--- src/design/pww_pkg.sv ---
// Package for the power, wake-up timer and watchdog unit.
// Assumes one 25 MHz system clock standing in for the always-on RC clock.
package pww_pkg;
    // Clock rate and timing
    localparam int unsigned CLK_HZ       = 25000000;
    localparam int unsigned TICK_MIN_US  = 300;
    localparam int unsigned TICK_MAX_MS  = 80;
    localparam int unsigned TICK_DEF_MS  = 10;
    localparam int unsigned TICK_MIN_CYC = (CLK_HZ / 1000000) * TICK_MIN_US;
    localparam int unsigned TICK_MAX_CYC = (CLK_HZ / 1000) * TICK_MAX_MS;
    localparam int unsigned TICK_DEF_CYC = (CLK_HZ / 1000) * TICK_DEF_MS;
    localparam int unsigned TICK_W       = 21;
    localparam int unsigned TMR_W        = 16;

    // Register byte addresses
    localparam logic [3:0] ADR_CTRL   = 4'h0;
    localparam logic [3:0] ADR_TICK   = 4'h4;
    localparam logic [3:0] ADR_WAKE   = 4'h8;
    localparam logic [3:0] ADR_WDOG   = 4'hc;

    // Control register fields
    localparam int unsigned B_PDOWN   = 0;
    localparam int unsigned B_ADC     = 1;
    localparam int unsigned B_RADIO   = 2;
    localparam int unsigned B_XTAL    = 3;
    localparam int unsigned B_WK_A    = 4;
    localparam int unsigned B_WK_B    = 5;
    localparam int unsigned B_WT_RUN  = 6;
    localparam int unsigned B_WD_ON   = 7;
    localparam int unsigned B_BOOT    = 8;
    localparam int unsigned B_ASLEEP  = 9;
    localparam int unsigned B_WT_IRQ  = 10;
    localparam int unsigned B_WD_RST  = 11;
    localparam int unsigned B_OSC_ON  = 12;

    typedef enum logic [1:0] {PWW_RUN, PWW_DOWN} pww_state_t;
endpackage

--- src/design/pww_top.sv ---
// Power-down control, wake-up timer and watchdog with Avalon-MM registers.
// Assumes synchronous wake pins and a processor that obeys halt_cpu.
//
// Function
// - Power-down entered only on software command
// - ADC and radio supplies switched separately
// - Processor halted; storage keeps its contents
// - RC clock, enabled timers keep running down
// - Enabled external pin wakes from power-down
// - Wake-up expiry or watchdog reset also wakes
// - RC oscillator cannot be turned off
// - Two separate 16-bit counters on RC clock
// - Tick programmable 300us to 80ms, 10ms default
// - Software starts and stops wake-up timer
// - Watchdog inactive after any reset
// - Active watchdog cannot be disabled again
// - Software gates crystal; processor clocked from it
// - Wake-up timer is an interrupt source
// - Boot loader runs after reset or request
//
// Our own choices: the address map and the Avalon-MM register port.
`timescale 1ns/1ps
module pww_top
    import pww_pkg::*;
#(
    parameter int unsigned TICK_DEF = TICK_DEF_CYC
)(
    input  wire logic        clk,
    input  wire logic        reset,
    input  wire logic [3:0]  avs_address,
    input  wire logic        avs_read,
    input  wire logic        avs_write,
    input  wire logic [31:0] avs_writedata,
    input  wire logic [3:0]  avs_byteenable,
    output logic      [31:0] avs_readdata,
    output logic             avs_waitrequest,
    input  wire logic        ext_wake_pin_a_n,
    input  wire logic        ext_wake_pin_b_n,
    output logic             halt_cpu,
    output logic             xtal_en,
    output logic             cpu_clk_from_xtal,
    output logic             adc_pwr_en,
    output logic             radio_pwr_en,
    output logic             low_power_rc_clock_en,
    output logic             wake_timer_irq,
    output logic             boot_start,
    output logic             chip_reset_req
);
    pww_state_t        st_r, st_nxt;
    logic              ack_r, ack_nxt;
    logic [31:0]       rd_r, rd_nxt;
    logic              adc_r, adc_nxt, rad_r, rad_nxt, xt_r, xt_nxt;
    logic              wka_r, wka_nxt, wkb_r, wkb_nxt;
    logic              wtr_r, wtr_nxt, wd_r, wd_nxt;
    logic              irq_r, irq_nxt, boot_r, boot_nxt, wdr_r, wdr_nxt;
    logic [TICK_W-1:0] tdiv_r, tdiv_nxt, tcnt_r, tcnt_nxt;
    logic [TMR_W-1:0]  wtl_r, wtl_nxt, wtc_r, wtc_nxt;
    logic [TMR_W-1:0]  wdl_r, wdl_nxt, wdc_r, wdc_nxt;
    logic              tick, wr, rd, wake_pin, wt_exp, wd_exp;

    // Clamp a requested tick to the legal range
    function automatic logic [TICK_W-1:0] clamp_tick(input logic [31:0] v);
        if (v < TICK_MIN_CYC)
            return TICK_W'(TICK_MIN_CYC);
        else if (v > TICK_MAX_CYC)
            return TICK_W'(TICK_MAX_CYC);
        else
            return v[TICK_W-1:0];
    endfunction

    // Bus strobes: one wait cycle, then acknowledge
    assign wr              = avs_write && !ack_r;
    assign rd              = avs_read && !ack_r;
    assign avs_waitrequest = (avs_read || avs_write) && !ack_r;
    assign avs_readdata    = rd_r;

    // Wake and expiry conditions
    assign wake_pin = (wka_r && !ext_wake_pin_a_n) || (wkb_r && !ext_wake_pin_b_n);
    assign wt_exp   = wtr_r && tick && (wtc_r == '0);
    assign wd_exp   = wd_r && tick && (wdc_r == '0);

    // Outputs
    // halt stops processor
    assign halt_cpu              = (st_r == PWW_DOWN);
    assign xtal_en               = xt_r;
    assign cpu_clk_from_xtal     = xt_r;
    assign adc_pwr_en            = adc_r;
    assign radio_pwr_en          = rad_r;
    assign low_power_rc_clock_en = 1'b1;
    assign wake_timer_irq        = irq_r;
    assign boot_start            = boot_r;
    assign chip_reset_req        = wdr_r;

    // Tick divider and timers
    always_comb
    begin
        tdiv_nxt = tdiv_r;
        tcnt_nxt = tcnt_r + 1'b1;
        tick     = (tcnt_r >= tdiv_r - 1'b1);
        wtl_nxt  = wtl_r;
        wdl_nxt  = wdl_r;
        wtc_nxt  = wtc_r;
        wdc_nxt  = wdc_r;
        wtr_nxt  = wtr_r;
        wd_nxt   = wd_r;
        if (tick)
            tcnt_nxt = '0;
        if (wr && avs_address == ADR_TICK && avs_byteenable[0])
            tdiv_nxt = clamp_tick(avs_writedata);
        if (wtr_r && tick)
            wtc_nxt = (wtc_r == '0) ? wtl_r : wtc_r - 1'b1;
        if (wd_r && tick)
            wdc_nxt = (wdc_r == '0) ? wdl_r : wdc_r - 1'b1;
        // Software reload wins over a tick in the same cycle
        if (wr && avs_address == ADR_WAKE)
        begin
            wtl_nxt = avs_writedata[TMR_W-1:0];
            wtc_nxt = avs_writedata[TMR_W-1:0];
        end
        if (wr && avs_address == ADR_WDOG)
        begin
            wdl_nxt = avs_writedata[TMR_W-1:0];
            wdc_nxt = avs_writedata[TMR_W-1:0];
        end
        if (wr && avs_address == ADR_CTRL && avs_byteenable[0])
        begin
            wtr_nxt = avs_writedata[B_WT_RUN];
            wd_nxt  = wd_r | avs_writedata[B_WD_ON];
        end
    end

    // Power state, supplies and bus
    always_comb
    begin
        st_nxt   = st_r;
        ack_nxt  = (avs_read || avs_write) && !ack_r;
        rd_nxt   = rd_r;
        adc_nxt  = adc_r;
        rad_nxt  = rad_r;
        xt_nxt   = xt_r;
        wka_nxt  = wka_r;
        wkb_nxt  = wkb_r;
        irq_nxt  = irq_r;
        boot_nxt = 1'b0;
        wdr_nxt  = wd_exp;
        if (wr && avs_address == ADR_CTRL)
        begin
            if (avs_byteenable[0])
            begin
                adc_nxt = avs_writedata[B_ADC];
                rad_nxt = avs_writedata[B_RADIO];
                xt_nxt  = avs_writedata[B_XTAL];
                wka_nxt = avs_writedata[B_WK_A];
                wkb_nxt = avs_writedata[B_WK_B];
                if (avs_writedata[B_PDOWN])
                    st_nxt = PWW_DOWN;
            end
            if (avs_byteenable[1])
            begin
                boot_nxt = avs_writedata[B_BOOT];
                if (avs_writedata[B_WT_IRQ])
                    irq_nxt = 1'b0;
            end
        end
        if (wt_exp)
            irq_nxt = 1'b1;
        if (st_r == PWW_DOWN && (wake_pin || wt_exp || wd_exp))
            st_nxt = PWW_RUN;
        if (rd)
        begin
            rd_nxt = '0;
            unique case (avs_address)
                ADR_CTRL:
                begin
                    rd_nxt[B_ADC]    = adc_r;
                    rd_nxt[B_RADIO]  = rad_r;
                    rd_nxt[B_XTAL]   = xt_r;
                    rd_nxt[B_WK_A]   = wka_r;
                    rd_nxt[B_WK_B]   = wkb_r;
                    rd_nxt[B_WT_RUN] = wtr_r;
                    rd_nxt[B_WD_ON]  = wd_r;
                    rd_nxt[B_ASLEEP] = (st_r == PWW_DOWN);
                    rd_nxt[B_WT_IRQ] = irq_r;
                    rd_nxt[B_OSC_ON] = 1'b1;
                end
                ADR_TICK: rd_nxt[TICK_W-1:0] = tdiv_r;
                ADR_WAKE: rd_nxt = {wtc_r, wtl_r};
                ADR_WDOG: rd_nxt = {wdc_r, wdl_r};
                default:  rd_nxt = '0;
            endcase
        end
    end

    // State registers; watchdog off, boot pulse at reset
    always_ff @(posedge clk or posedge reset)
    begin
        if (reset)
        begin
            st_r   <= PWW_RUN;
            ack_r  <= 1'b0;
            rd_r   <= '0;
            adc_r  <= 1'b0;
            rad_r  <= 1'b0;
            xt_r   <= 1'b1;
            wka_r  <= 1'b0;
            wkb_r  <= 1'b0;
            wtr_r  <= 1'b0;
            wd_r   <= 1'b0;
            irq_r  <= 1'b0;
            boot_r <= 1'b1;
            wdr_r  <= 1'b0;
            tdiv_r <= TICK_W'(TICK_DEF);
            tcnt_r <= '0;
            wtl_r  <= '1;
            wtc_r  <= '1;
            wdl_r  <= '1;
            wdc_r  <= '1;
        end
        else
        begin
            st_r   <= st_nxt;
            ack_r  <= ack_nxt;
            rd_r   <= rd_nxt;
            adc_r  <= adc_nxt;
            rad_r  <= rad_nxt;
            xt_r   <= xt_nxt;
            wka_r  <= wka_nxt;
            wkb_r  <= wkb_nxt;
            wtr_r  <= wtr_nxt;
            wd_r   <= wd_nxt;
            irq_r  <= irq_nxt;
            boot_r <= boot_nxt;
            wdr_r  <= wdr_nxt;
            tdiv_r <= tdiv_nxt;
            tcnt_r <= tcnt_nxt;
            wtl_r  <= wtl_nxt;
            wtc_r  <= wtc_nxt;
            wdl_r  <= wdl_nxt;
            wdc_r  <= wdc_nxt;
        end
    end

    a_wdog_sticky: assert property (@(posedge clk) disable iff (reset)
        $past(wd_r) |-> wd_r) else $error("watchdog was disabled");
    a_wdog_reset: assert property (@(posedge clk) disable iff (reset)
        wd_exp |=> chip_reset_req) else $error("no reset on watchdog expiry");
    a_sleep_cmd: assert property (@(posedge clk) disable iff (reset)
        $rose(halt_cpu) |-> $past(wr && avs_address == ADR_CTRL && avs_byteenable[0]
        && avs_writedata[B_PDOWN])) else $error("sleep without command");
    a_pin_wake: assert property (@(posedge clk) disable iff (reset)
        (halt_cpu && wake_pin) |=> !halt_cpu) else $error("pin did not wake");
    a_timer_wake: assert property (@(posedge clk) disable iff (reset)
        (halt_cpu && wt_exp) |=> !halt_cpu && wake_timer_irq)
        else $error("timer did not wake");
    a_rc_on: assert property (@(posedge clk) disable iff (reset)
        low_power_rc_clock_en) else $error("RC clock off");
    a_tick_range: assert property (@(posedge clk) disable iff (reset)
        tdiv_r <= TICK_MAX_CYC) else $error("tick out of range");
    a_wdog_init: assert property (@(posedge clk)
        $fell(reset) |-> !wd_r) else $error("watchdog on after reset");
    a_xtal_clk: assert property (@(posedge clk) disable iff (reset)
        cpu_clk_from_xtal == xtal_en) else $error("clock not from crystal");
    a_supply_write: assert property (@(posedge clk) disable iff (reset)
        (wr && avs_address == ADR_CTRL && avs_byteenable[0]) |=>
        (adc_pwr_en == $past(avs_writedata[B_ADC]))
        && (radio_pwr_en == $past(avs_writedata[B_RADIO])))
        else $error("supply enable not written");
    a_xtal_write: assert property (@(posedge clk) disable iff (reset)
        (wr && avs_address == ADR_CTRL && avs_byteenable[0]) |=>
        xtal_en == $past(avs_writedata[B_XTAL])) else $error("crystal gate not written");
    a_sleep_hold: assert property (@(posedge clk) disable iff (reset)
        (halt_cpu && !wr) |=> $stable({adc_r, rad_r, xt_r, wka_r, wkb_r, wtl_r, wdl_r}))
        else $error("settings changed while halted");
    a_wt_hold: assert property (@(posedge clk) disable iff (reset)
        (!wtr_r && !(wr && avs_address == ADR_WAKE)) |=> $stable(wtc_r))
        else $error("stopped wake-up timer counted");
    a_irq_hold: assert property (@(posedge clk) disable iff (reset)
        (wake_timer_irq && !(wr && avs_address == ADR_CTRL && avs_byteenable[1]
        && avs_writedata[B_WT_IRQ])) |=> wake_timer_irq) else $error("interrupt lost");
endmodule // pww_top

--- config.mk ---
export PLATFORM = sky130hd
export DESIGN_NAME = pww_top
export DESIGN_NICKNAME = d
export VERILOG_FILES = /design/src/design/pww_pkg.sv /design/src/design/pww_top.sv
export SDC_FILE = /design/constraint.sdc
export NUM_CORES = 1
export LEC_CHECK = 0
export BUFFER_PORTS_ARGS = -buffer_cell sky130_fd_sc_hd__buf_4
export CAP_MARGIN = 10
export CORE_ASPECT_RATIO = 0.8
export CORE_MARGIN = 5
export CORE_UTILIZATION = 49
export CTS_CLUSTER_SIZE = 12
export DETAILED_ROUTE_END_ITERATION = 10
export GPL_TIMING_DRIVEN = 0
export PLACE_DENSITY = 0.77
export SLEW_MARGIN = 25
export SYNTH_ARGS = -nofsm -noshare
export SYNTH_HDL_FRONTEND = slang
export SYNTH_SLANG_ARGS = --single-unit
--- constraint.sdc ---
create_clock -name clk -period 7.3 [get_ports clk]
set_input_delay 1.825 -clock clk [delete_from_list [all_inputs] [get_ports clk]]
set_output_delay 1.825 -clock clk [all_outputs]
set_load 0.1 [all_outputs]
; ---- Word level (Yosys, flattened, before mapping)
; Cells that the tools add are included.
[word_totals]
register_bits = 151
inputBits = 46
output_inout_bits = 42
wordCells = 95
[op_classes]
add_sub_neg = 4
n_lt_le_gt_ge = 3
eq_ne = 4
mux = 27
bitwise_logic = 1
n_reduce_logical = 37
[ops]
columns = cell, count
row1 = $mux W16, 6
row2 = $mux W21, 3
row3 = $gt A32 B21 Y1 const B, 1
row4 = $logic_not A16 Y1, 2
row5 = $lt A32 B13 Y1 const B, 1
row6 = $sub A16 B1 Y16 const B, 2
row7 = $pmux W7 S4, 1
row8 = $pmux W8 S3, 1
row9 = $pmux W11 S2, 1
row10 = $add A21 B1 Y21 const B, 1
row11 = $ge A21 B21 Y1, 1
row12 = $sub A21 B1 Y21 const B, 1
row13 = $logic_and A1 B1 Y1, 16
row14 = $reduce_bool A2 Y1, 8
row15 = $pmux W1 S3, 3
row16 = $eq A4 B4 Y1 const B, 2
row17 = $mux W2, 4
row18 = $pmux W2 S4, 1
row19 = $mux W1, 6
row20 = $reduce_and A3 Y1, 2
row21 = $eq A4 B3 Y1 const B, 1
row22 = $logic_not A4 Y1, 1
row23 = $logic_or A1 B1 Y1, 4
row24 = $pmux W1 S4, 1
row25 = 4 further kinds, 6

; ---- Logic depth before layout (Yosys ltp)
; Gate-level depths: netlist of the first run.
[depth]
ltp_word = 9
ltp_mapped = 16
depth_no_buf = 14

; ---- Worst setup path before layout of the first run
; Ideal clock, no wire load.
[synth_path]
kind = in2out
from = input port avs_write
to = output port avs_waitrequest
arrival_ps = 3137
required_time_ps = 5475
slack_ps = 2338
cell_stages = 2
path_buffers = 0
cell_sequence = nor2_1 -> nor2_1
[synth_between]
elab_chain_len = 2
[synth_rtl]
columns = element, line
row1 = start: declaration, pww_top.sv:32  ; input wire logic avs_write,
row2 = $logic_or A1 B1 Y1, pww_top.sv:74  ; assign avs_waitrequest = (avs_read || avs_write) && !ack_r;
row3 = $logic_and A1 B1 Y1, pww_top.sv:74
row4 = end: declaration, pww_top.sv:36  ; output logic avs_waitrequest,
; No other way between the ends.

; ---- Worst setup path after layout of the first run
[layout_path]
from = register tdiv_r[2]
to = register wdc_r[10]
[layout_between]
elab_chain_len = 4
[layout_rtl]
columns = element, line
row1 = start: declaration, pww_top.sv:56  ; logic [TICK_W-1:0] tdiv_r, tdiv_nxt, tcnt_r, tcnt_nxt;
row2 = start signal: assignment, pww_top.sv:212  ; tdiv_r <= TICK_W'(TICK_DEF);
row3 = start signal: assignment, pww_top.sv:234  ; tdiv_r <= tdiv_nxt;
row4 = $sub A21 B1 Y21, pww_top.sv:99  ; tick = (tcnt_r >= tdiv_r - 1'b1);
row5 = $ge A21 B21 Y1, pww_top.sv:99
row6 = $logic_and A1 B1 Y1, pww_top.sv:112  ; if (wd_r && tick)
row7 = $reduce_bool A2 Y1 (no source line), --
row8 = end signal: assignment, pww_top.sv:239  ; wdc_r <= wdc_nxt;
row9 = end: declaration, pww_top.sv:58  ; logic [TMR_W-1:0] wdl_r, wdl_nxt, wdc_r, wdc_nxt;
; No other way between the ends.
; A chain may end at the register's enable or synchronous reset.

==> results of run 1 <==
final cells by class:
class | count | area, um^2
timing repair buffer | 83 | 643
fill | 1485 | 7170
clock buffer | 19 | 454
multi-input combinational | 680 | 4420
clock inverter | 13 | 118
tap | 225 | 282
sequential | 150 | 3840
buffer | 50 | 203
inverter | 20 | 82.6
where the power goes:
| group | switching [mW] | total, mW | internal, mW |
|---|---|---|---|
| Clock | 0.377 | 0.869 | 0.493 |
| Sequential | 0.306 | 1.43 | 1.12 |
| Combinational | 0.566 | 0.953 | 0.387 |
| Total | 1.25 | 3.25 | 2.00 |
cell usage in the layout (no fill, tap or decap), types with 18 or more instances in the layout:
master / synthesis / final
a22oi_1: 22 / 22
ha_1: 27 / 27
dfrtp_1: 77 / 77
nand2_1: 166 / 166
nor3_1: 26 / 26
inv_1: 20 / 19
a21oi_1: 28 / 28
mux2_2: 22 / 22
nor2_1: 66 / 66
xnor2_1: 32 / 32
o21ai_0: 53 / 53
clkbuf_1: 39 / 40
mux2i_1: 18 / 18
clkbuf_16: 0 / 18
xor2_1: 26 / 26
dfstp_2: 73 / 73
buf_4: 2 / 84
registers in the layout (all words and copies together) (netlist names), 16 cells and up:
name          flops
tcnt_r           21
avs_readdata     32
wdc_r            16
wtl_r            16
wdl_r            16
tdiv_r           21
wtc_r            16
logic make-up after synthesis:
logic type      count (synthesis)
flops                         150
xor+xnor                       58
simple gates                  365
compound gates                180
other cells                     1
buf+inv                        70
mux                            49
fa+ha+maj                      27
how the worst min path moves through the flow:
stage	start	endpoint	slack (ns)	cells past startpoint
3_3_place_gp	ack_r	ack_r	0.44	1
5_1_grt	ack_r	ack_r	0.49	1
2_1_floorplan	wd_r	wd_r	0.43	2
4_1_cts	ack_r	ack_r	0.46	1
6_report	ack_r	ack_r	0.46	1
3_5_place_dp	ack_r	ack_r	0.45	1
worst max-delay path, delay by kind of cell, from the launching register on:
family	cells	cell delay (ns)
AO/OA/AOI/OAI	4	0.98
XOR/XNOR	1	0.10
adder cells (fa/ha/maj)	1	0.30
buffers and inverters	2	0.95
flip-flops	1	0.45
AND/OR/NAND/NOR	7	2.15
layer usage:
| layer | vias to the layer above | GRT usage [%] | part of all wire [%] |
|---|---|---|---|
| met2 | 433 | 37.8 | 42 |
| met5 | - | 0 | 0 |
| met4 | 0 | 7.79 | 2.2 |
| met1 | 3680 | 39.6 | 44 |
| met3 | 51 | 7.42 | 12 |
| li1 | 3432 | - | - |
through the flow:
step	total power, mW	std cells	hold WS (ns)	setup WS, ns
finish	3.25	1240	0.458	2.30
global route	3.40	1240	0.488	1.88
CTS	3.22	1240	0.462	2.34
detailed placement	2.35	1208	0.453	2.45
global placement	2.32	1207	0.443	-0.160
floorplan	2.03	900	0.434	1.56
==> impl_metrics.py, run 1 <==
metrics = {
    "worst_setup_path": {
        "r2r_cells": 15,
        "endpoint_kind": "flop",
        "worstPathMaxFanout": 10,
        "r2r_start": "tdiv_r[2]",
        "crit_arrival_ns": 5.36,
        "reg2reg_to": "wdc_r[10]",
        "crit_chain": "nor4_1 -> nand2_1 -> nor3b_1 -> nand2_1 -> nor3_1 -> xnor2_1 -> ha_1 -> nand4_1 -> nor3_1 -> o21ai_0 -> a31oi_1 -> clkbuf_1 -> clkbuf_1 -> o2111ai_1 -> o211ai_1",
        "critPathKind": "flop to flop",
        "critical-path-max-stage-delay_ns": 0.66,
        "cp_data_required_time_ns": 7.65,
        "critPathCapture": "wdc_r[10]",
        "reg2reg_slack_ns": 2.30,
        "cp-startpoint": "tdiv_r[2]",
        "cp_slowest_cell": "nor3b_1",
        "worstSetupStartpointType": "flop",
    },
    "sta": {
        "period_share_pct": 68.6,
        "slew_headroom_pct": 33.0,
        "setup_violations": 0,
        "period_minus_slack_ns": 5.00,
        "timing.fmax_ghz": 0.200,
        "grt_setup_unrepaired": "false",
        "worst_pin_slew_ns": 0.997,
        "fin_setup_tns_ns": 0,
        "final-hold-violation-count": 0,
        "drv_slew": 0,
        "finalClockSkew_ns": 0.00930,
    },
    "floorplan": {
        "die_x_um": 158,
        "core_um2": 17200,
        "die_area_um2": 20200,
        "num_rows": 43,
        "pin_count": 88,
        "die_h_um": 128,
        "start_util_pct": 49.6,
    },
    "power": {
        "p_leak_nw": 4.34,
        "powerDensity_nw_per_um2": 323,
        "peakVddDrop_v": 0.000201,
    },
    "synth": {
        "synth_fp_nets": 973,
        "yosysWarnings": 0,
        "synth_top_family_by_area": "simple AND/OR/NAND/NOR gates",
        "synth-async-reset-ratio_pct": 100,
        "synthAdderAreaFrac_pct": 3.96,
        "ys_seq_area_share_pct": 45.0,
        "synth_compound_area_share_pct": 14.0,
        "synth_edf_count": 0,
        "synth_xor_area_share_pct": 5.95,
        "yosysTopAreaCell": "dfrtp_1",
        "ys_top_cells_by_area": "dfrtp_1 23%, dfstp_2 22%, nand2_1 7.3%",
        "yosysMostFrequentCell": "nand2_1",
        "synth_flop_cell": "dfrtp_1",
        "syn_inst": 900,
        "ys_ff_latch": 150,
        "synth_common_cells": "166 x nand2_1, 77 x dfrtp_1, 73 x dfstp_2",
        "synth-simple-area-share_pct": 20.4,
        "yosysUniqueCellTypes": 67,
        "syn_avg_cell_area_um2": 9.49,
        "syn_area_um2": 8540,
        "synthMuxAreaShare_pct": 7.39,
        "synth_top_area_share_pct": 22.6,
    },
    "placed_design": {
        "portBuffers": 82,
        "postPlaceCellArea_um2": 9470,
        "place.gp.congestion": 0.969,
        "dpl.hpwl_mm": 19.6,
    },
    "global_route": {
        "overflow": 0,
        "antenna_found_initial": 0,
        "grt_use_total_pct": 26.6,
        "grt_max_degree": 83,
        "grt_pass1_vias": 7188,
        "grt_pass1_wl_mm": 40.6,
    },
    "cts": {
        "cts_resized": 0,
        "cts_setup_buffers": 0,
        "clkTransAtPathRegs_ns": 0.06,
        "cts_tree": "done",
        "clk_latency_ns": 0.44,
        "root_buffer": "clkbuf_16",
        "ctsHoldBuffers": 0,
        "cts_buffer_depth": 2,
        "cts.sinks": 150,
        "numCtsBuffers": 17,
        "cts.htree.levels": 4,
    },
    "route": {
        "antenna_left": 0,
        "wire_per_inst_um": 21.3,
        "routed_via_density": 6.13,
        "drt-initial-drc-count": 821,
        "wl_mm": 26.4,
        "drc_errors": 0,
        "vias": 7596,
        "firstDrtPassIters": 5,
    },
    "final_layout": {
        "fin_area_um2": 10000,
        "utilization_pct": 58.4,
        "fin_nets": 1075,
        "n_antenna_cell": 0,
        "area_growth_pct": 17.7,
        "drive_gt1_share_pct": 23.4,
    },
    "status": {
        "status": "finished clean",
    },
    "hold_path": {
        "hold_class": "flop to flop",
    },
    "flow_run": {
        "maxCapViolations": 0,
    },
}
Note: power is estimated with default switching activity, not from simulation.
==> run 2: changes to the inputs <==
Settings changed: PLACE_DENSITY 0.77 to 0.8.
Clock period 7.3 ns to 4.4 ns, I/O delays scaled along.
==> run 2 against run 1 <==
Net effect: clock-buffer cell count up 5; non-clock buffer count up 4; sequential power up 66%; worst hold slack better by 0.0036 ns; global-route usage up 1.1 points; register-to-register slack worse by 2.0 ns; worst setup slack worse by 2.0 ns; critical path type unchanged; highest routed layer unchanged.
==> impl_metrics.py, run 2 (synthesized netlist as in run 1, its figures left out) <==
metrics = {
    "status": {
        "status": "finished clean",
    },
    "route": {
        "firstDrtPassIters": 7,
        "drc_errors": 0,
        "antenna_left": 0,
        "wire_per_inst_um": 21.8,
        "vias": 7687,
        "drt-initial-drc-count": 952,
        "routed_via_density": 6.18,
        "wl_mm": 27.1,
    },
    "final_layout": {
        "largest_register_ffs": 32,
        "n_antenna_cell": 0,
        "layout_commonest_cell": "nand2_1",
        "register_area_um2": 3840,
        "layout_common_cells": "166 x nand2_1, 84 x buf_4, 77 x dfrtp_1",
        "fillers": 1461,
        "area_growth_pct": 19.2,
        "drive_gt1_share_pct": 24.4,
        "fin_nets": 1079,
        "multi_input_area_um2": 4460,
    },
    "worst_setup_path": {
        "crit_arrival_ns": 4.46,
        "crit_top_cell": "nand2_1",
        "endpoint_kind": "flop",
        "critical-path-max-stage-delay_ns": 0.45,
        "critPathKind": "flop to flop",
        "worstSetupStartpointType": "flop",
        "crit_chain": "nor4_2 -> nand2_1 -> nor3b_4 -> nand2_1 -> nor3_1 -> xnor2_1 -> ha_1 -> nand4_1 -> nor3_2 -> nand3_1 -> a31oi_2 -> buf_2 -> clkbuf_2 -> o2111ai_1 -> o211ai_1",
        "reg2reg_slack_ns": 0.27,
        "worstPathMaxFanout": 10,
        "cp_data_required_time_ns": 4.74,
        "cp_slowest_cell": "dfrtp_1",
    },
    "floorplan": {
        "pin_count": 88,
        "num_rows": 43,
        "start_util_pct": 49.6,
        "core_um2": 17200,
        "die_x_um": 158,
        "die_h_um": 128,
        "die_area_um2": 20200,
    },
    "sta": {
        "final-hold-violation-count": 0,
        "finalClockSkew_ns": 0.0106,
        "period_minus_slack_ns": 4.13,
        "period_share_pct": 93.8,
        "timing.fmax_ghz": 0.242,
        "fin_ws_ns": 0.271,
        "setup_violations": 0,
        "drv_slew": 0,
        "worst_pin_slew_ns": 0.996,
        "grt_setup_unrepaired": "false",
        "slew_headroom_pct": 33.1,
    },
    "power": {
        "power.share.switching_pct": 37.4,
        "peakVddDrop_v": 0.000283,
        "pwr-share-clk_pct": 27.1,
        "power_frac_seq_pct": 43.4,
        "power_mw": 5.45,
        "p_sw_mw": 2.04,
        "p_leak_nw": 4.39,
        "powerDensity_nw_per_um2": 536,
        "p_int_mw": 3.41,
        "p_comb_share_pct": 29.5,
    },
    "global_route": {
        "antenna_found_initial": 1,
        "grt_pass1_vias": 7378,
        "grt_pass1_wl_mm": 42.4,
        "grt_max_degree": 31,
        "grt_use_total_pct": 27.7,
        "overflow": 0,
    },
    "cts": {
        "clkTransAtPathRegs_ns": 0.06,
        "cts_buffer_depth": 2,
        "numCtsBuffers": 17,
        "root_buffer": "clkbuf_16",
        "cts.htree.levels": 4,
        "clk_latency_ns": 0.43,
        "cts_tree": "done",
        "cts_setup_buffers": 0,
        "cts.sinks": 150,
    },
    "hold_path": {
        "hold_class": "flop to flop",
    },
    "flow_run": {
        "maxCapViolations": 0,
    },
    "placed_design": {
        "place.gp.congestion": 0.994,
        "dpl.hpwl_mm": 20.1,
        "dp_slack_ns": -0.388,
        "portBuffers": 82,
    },
}
## run 2: cell count changes in the layout (fill, tap and decap cells not counted), moves of 2 or more
| cell | delta |
|---|---|
| nor4_2 | +2 |
| inv_4 | -2 |
| buf_12 | +5 |
| nor4_1 | -2 |
| nor3_2 | +2 |
| inv_6 | -4 |
| clkbuf_2 | +3 |
| nor3_1 | -2 |
| clkbuf_8 | +2 |
## run 2: power by group through the flow
stage,clock [mW],sequential (mW),combinational [mW]
final,1.48,2.37,1.61
after global routing,1.55,2.40,1.77
after CTS,1.48,2.33,1.59
after detailed placement,0,2.35,1.57
after global placement,0,2.34,1.51
after floorplan,0,2.36,1.01
## run 2: what timing repair did
| item | 4_1_cts | 5_1_grt |
|---|---|---|
| pin swaps | 0 | 0 |
| hold endpoints to repair | 0 | 0 |
| hold buffers | 0 | 0 |
| resized for setup | 5 | 9 |
| setup endpoints to repair | 22 | 32 |
## run 2: critical path, delay by kind of cell (launching register included)
kind	cells	cell delay, ns
buf+inv	2	0.63
compound gates	3	0.71
xor+xnor	1	0.11
fa+ha+maj	1	0.31
flops	1	0.45
simple gates	8	1.81
## run 2: final timing paths
| check | startpoint | endpoint | cells after the start |
|---|---|---|---|
| max | tdiv_r[2] | wdc_r[10] | 15 |
| min | ack_r | ack_r | 1 |
| max reg2reg | tdiv_r[2] | wdc_r[10] | 15 |
| min reg2reg | ack_r | ack_r | 1 |
| max in group asynchronous | reset | boot_start | 4 |
| min in group asynchronous | reset | tcnt_r[7] | 2 |
## run 2: layout make-up
cell class                      instances  area share, %
Inverter                               20          0.774
Multi-Input combinational cell        680           43.8
Timing Repair Buffer                   87           7.03
Clock buffer                           24           4.84
Buffer                                 50           2.04
Sequential cell                       150           37.8
Clock inverter                          8          0.946
Tap cell                              225           2.77
## run 2: per-layer routing
layer | track usage [%] | vias up | routed length (um)
met1 | 40.6 | 3758 | 11500
met3 | 8.13 | 46 | 3440
li1 | - | 3448 | -
met2 | 40.1 | 435 | 11600
met5 | 0 | - | 0
met4 | 7.69 | 0 | 549
## run 2: stage by stage
| step | std cells | setup TNS [ns] | utilization, % | hold WS (ns) | instance area (um^2) |
|---|---|---|---|---|---|
| global placement | 1207 | -2.59 | 54.8 | 0.443 | 9440 |
| finish | 1244 | 0 | 59.1 | 0.461 | 10200 |
| floorplan | 900 | 0 | - | 0.434 | 8540 |
| detailed placement | 1212 | -3.80 | 55.4 | 0.461 | 9550 |
| global route | 1244 | 0 | 59.1 | 0.495 | 10200 |
| CTS | 1244 | 0 | 59.0 | 0.469 | 10100 |
==> run 3: changes to the inputs <==
Settings changed: CORE_UTILIZATION 49 to 45, PLACE_DENSITY 0.8 to 0.75, RECOVER_POWER set to 25.
==> run 3 against run 2 <==
Net effect: register-to-register slack got worse by 0.12 ns; combinational power barely moved; wire length fell by 0.24%; utilization fell by 4.9 points; clock skew barely moved; critical path type unchanged.
==> impl_metrics.py, run 3 (synthesized netlist as in run 1, its figures left out) <==
metrics = {
    "worst_setup_path": {
        "critPathKind": "flop to flop",
        "endpoint_kind": "flop",
        "critPathCapture": "st_r[0]",
        "cp_slowest_cell": "or4_1",
        "reg2reg_slack_ns": 0.15,
        "worstSetupStartpointType": "flop",
        "r2r_start": "tdiv_r[11]",
        "crit_chain": "or4_1 -> nor3_1 -> nand2_1 -> nor4_2 -> xnor2_1 -> ha_1 -> nand4_1 -> nor3_2 -> nand3_1 -> a31oi_2 -> buf_2 -> nor2b_1 -> o32ai_1",
        "cp-startpoint": "tdiv_r[11]",
        "cp_data_required_time_ns": 4.69,
        "crit_arrival_ns": 4.54,
        "critical-path-max-stage-delay_ns": 0.58,
        "r2r_cells": 13,
        "reg2reg_to": "st_r[0]",
        "worstPathMaxFanout": 10,
    },
    "placed_design": {
        "postPlaceCellArea_um2": 9590,
        "portBuffers": 82,
        "dp_slack_ns": -0.463,
        "dpl.hpwl_mm": 20.3,
        "place.gp.congestion": 0.965,
    },
    "cts": {
        "numCtsBuffers": 17,
        "cts_setup_buffers": 0,
        "cts.sinks": 150,
        "cts_buffer_depth": 2,
        "clkTransAtPathRegs_ns": 0.06,
        "cts_tree": "done",
        "clk_latency_ns": 0.44,
        "root_buffer": "clkbuf_16",
        "ctsHoldBuffers": 0,
        "cts.htree.levels": 4,
    },
    "floorplan": {
        "num_rows": 45,
        "die_x_um": 164,
        "die_h_um": 133,
        "pin_count": 88,
        "die_area_um2": 21800,
        "start_util_pct": 45.4,
        "core_um2": 18800,
    },
    "global_route": {
        "overflow": 0,
        "grt_pass1_wl_mm": 41.6,
        "grt_max_degree": 33,
        "grt_use_met2_pct": 34.5,
        "grt_use_met3_pct": 8.75,
        "grt.met1_usage_pct": 37.0,
        "top_usage_layer": "met1",
        "antenna_found_initial": 1,
        "grt_use_total_pct": 24.9,
        "grt_pass1_vias": 7206,
    },
    "sta": {
        "final-hold-violation-count": 0,
        "period_minus_slack_ns": 4.25,
        "grt_setup_unrepaired": "false",
        "slew_headroom_pct": 5.69,
        "worst_pin_slew_ns": 1.41,
        "setup_violations": 0,
        "timing.fmax_ghz": 0.235,
        "period_share_pct": 96.7,
        "finalClockSkew_ns": 0.0109,
        "fin_setup_tns_ns": 0,
        "drv_slew": 0,
        "fin_ws_ns": 0.147,
    },
    "power": {
        "p_leak_nw": 4.37,
        "peakVddDrop_v": 0.000282,
        "powerDensity_nw_per_um2": 539,
    },
    "route": {
        "drt-initial-drc-count": 795,
        "firstDrtPassIters": 6,
        "vias": 7617,
        "drc_errors": 0,
        "wire_per_inst_um": 21.1,
        "wl_mm": 27.0,
        "antenna_left": 0,
        "routed_via_density": 5.96,
    },
    "final_layout": {
        "layout_common_cells": "166 x nand2_1, 82 x buf_4, 77 x dfrtp_1",
        "drive_gt1_share_pct": 24.3,
        "largest_register_ffs": 32,
        "fin_area_um2": 10200,
        "area_growth_pct": 19.4,
        "fin_nets": 1079,
        "layout_commonest_cell": "nand2_1",
    },
    "status": {
        "status": "finished clean",
    },
    "flow_run": {
        "maxCapViolations": 0,
    },
    "hold_path": {
        "hold_class": "flop to flop",
    },
}
-- run 3: metal layers --
| metal | wire length [um] | up-vias | share of wire, % |
|---|---|---|---|
| li1 | - | 3458 | - |
| met1 | 11800 | 3710 | 44 |
| met2 | 11300 | 404 | 42 |
| met3 | 3350 | 43 | 12 |
| met4 | 531 | 2 | 2.0 |
| met5 | 13 | - | 0.048 |
-- run 3: worst max-delay path, delay by kind of cell (launching register included) --
family	cells	cell delay (ns)
simple gates	8	2.36
compound gates	2	0.52
flops	1	0.47
fa+ha+maj	1	0.31
buf+inv	1	0.31
xor+xnor	1	0.13
-- run 3: cell type report --
type                    count  area (um^2)
diodes                      1         2.50
plain buffers              50          208
clock buffers              21          493
clock inverters            11          118
fillers                  1683         8610
inverters                  20         76.3
multi-input cells         680         4460
flip-flops and latches    150         3840
well taps                 258          323
repair buffers             87          663
-- run 3: report_power, final --
part / switching, mW / internal, mW / leakage (nW) / total [mW]
Clock: 0.600 / 0.915 / 0.296 / 1.51
Sequential: 0.518 / 1.86 / 1.79 / 2.38
Combinational: 0.947 / 0.649 / 2.28 / 1.60
-- run 3: how the worst min path moves through the flow --
stage	startpoint	to	slack (ns)	depth (start not counted)
5_1_grt	wtl_r[4]	wtl_r[4]	0.48	2
3_3_place_gp	ack_r	ack_r	0.45	1
2_1_floorplan	wd_r	wd_r	0.43	2
3_5_place_dp	wd_r	wd_r	0.46	2
4_1_cts	wd_r	wd_r	0.47	2
6_report	ack_r	ack_r	0.47	1
-- run 3: repair_timing --
| item | in CTS | in global routing |
|---|---|---|
| pin swaps | 0 | 0 |
| gates cloned | 0 | 0 |
| resized for setup | 4 | 10 |
| setup endpoints to repair | 34 | 35 |
-- run 3: metrics by stage --
step | hold WS, ns | instances | util [%] | total power [mW]
3_3_place_gp | 0.445 | 1240 | 50.4 | 3.86
5_1_grt | 0.484 | 1277 | 54.2 | 5.75
2_1_floorplan | 0.434 | 900 | - | 3.37
3_5_place_dp | 0.457 | 1245 | 51.0 | 3.93
4_1_cts | 0.471 | 1277 | 54.3 | 5.45
6_report | 0.467 | 1278 | 54.2 | 5.49
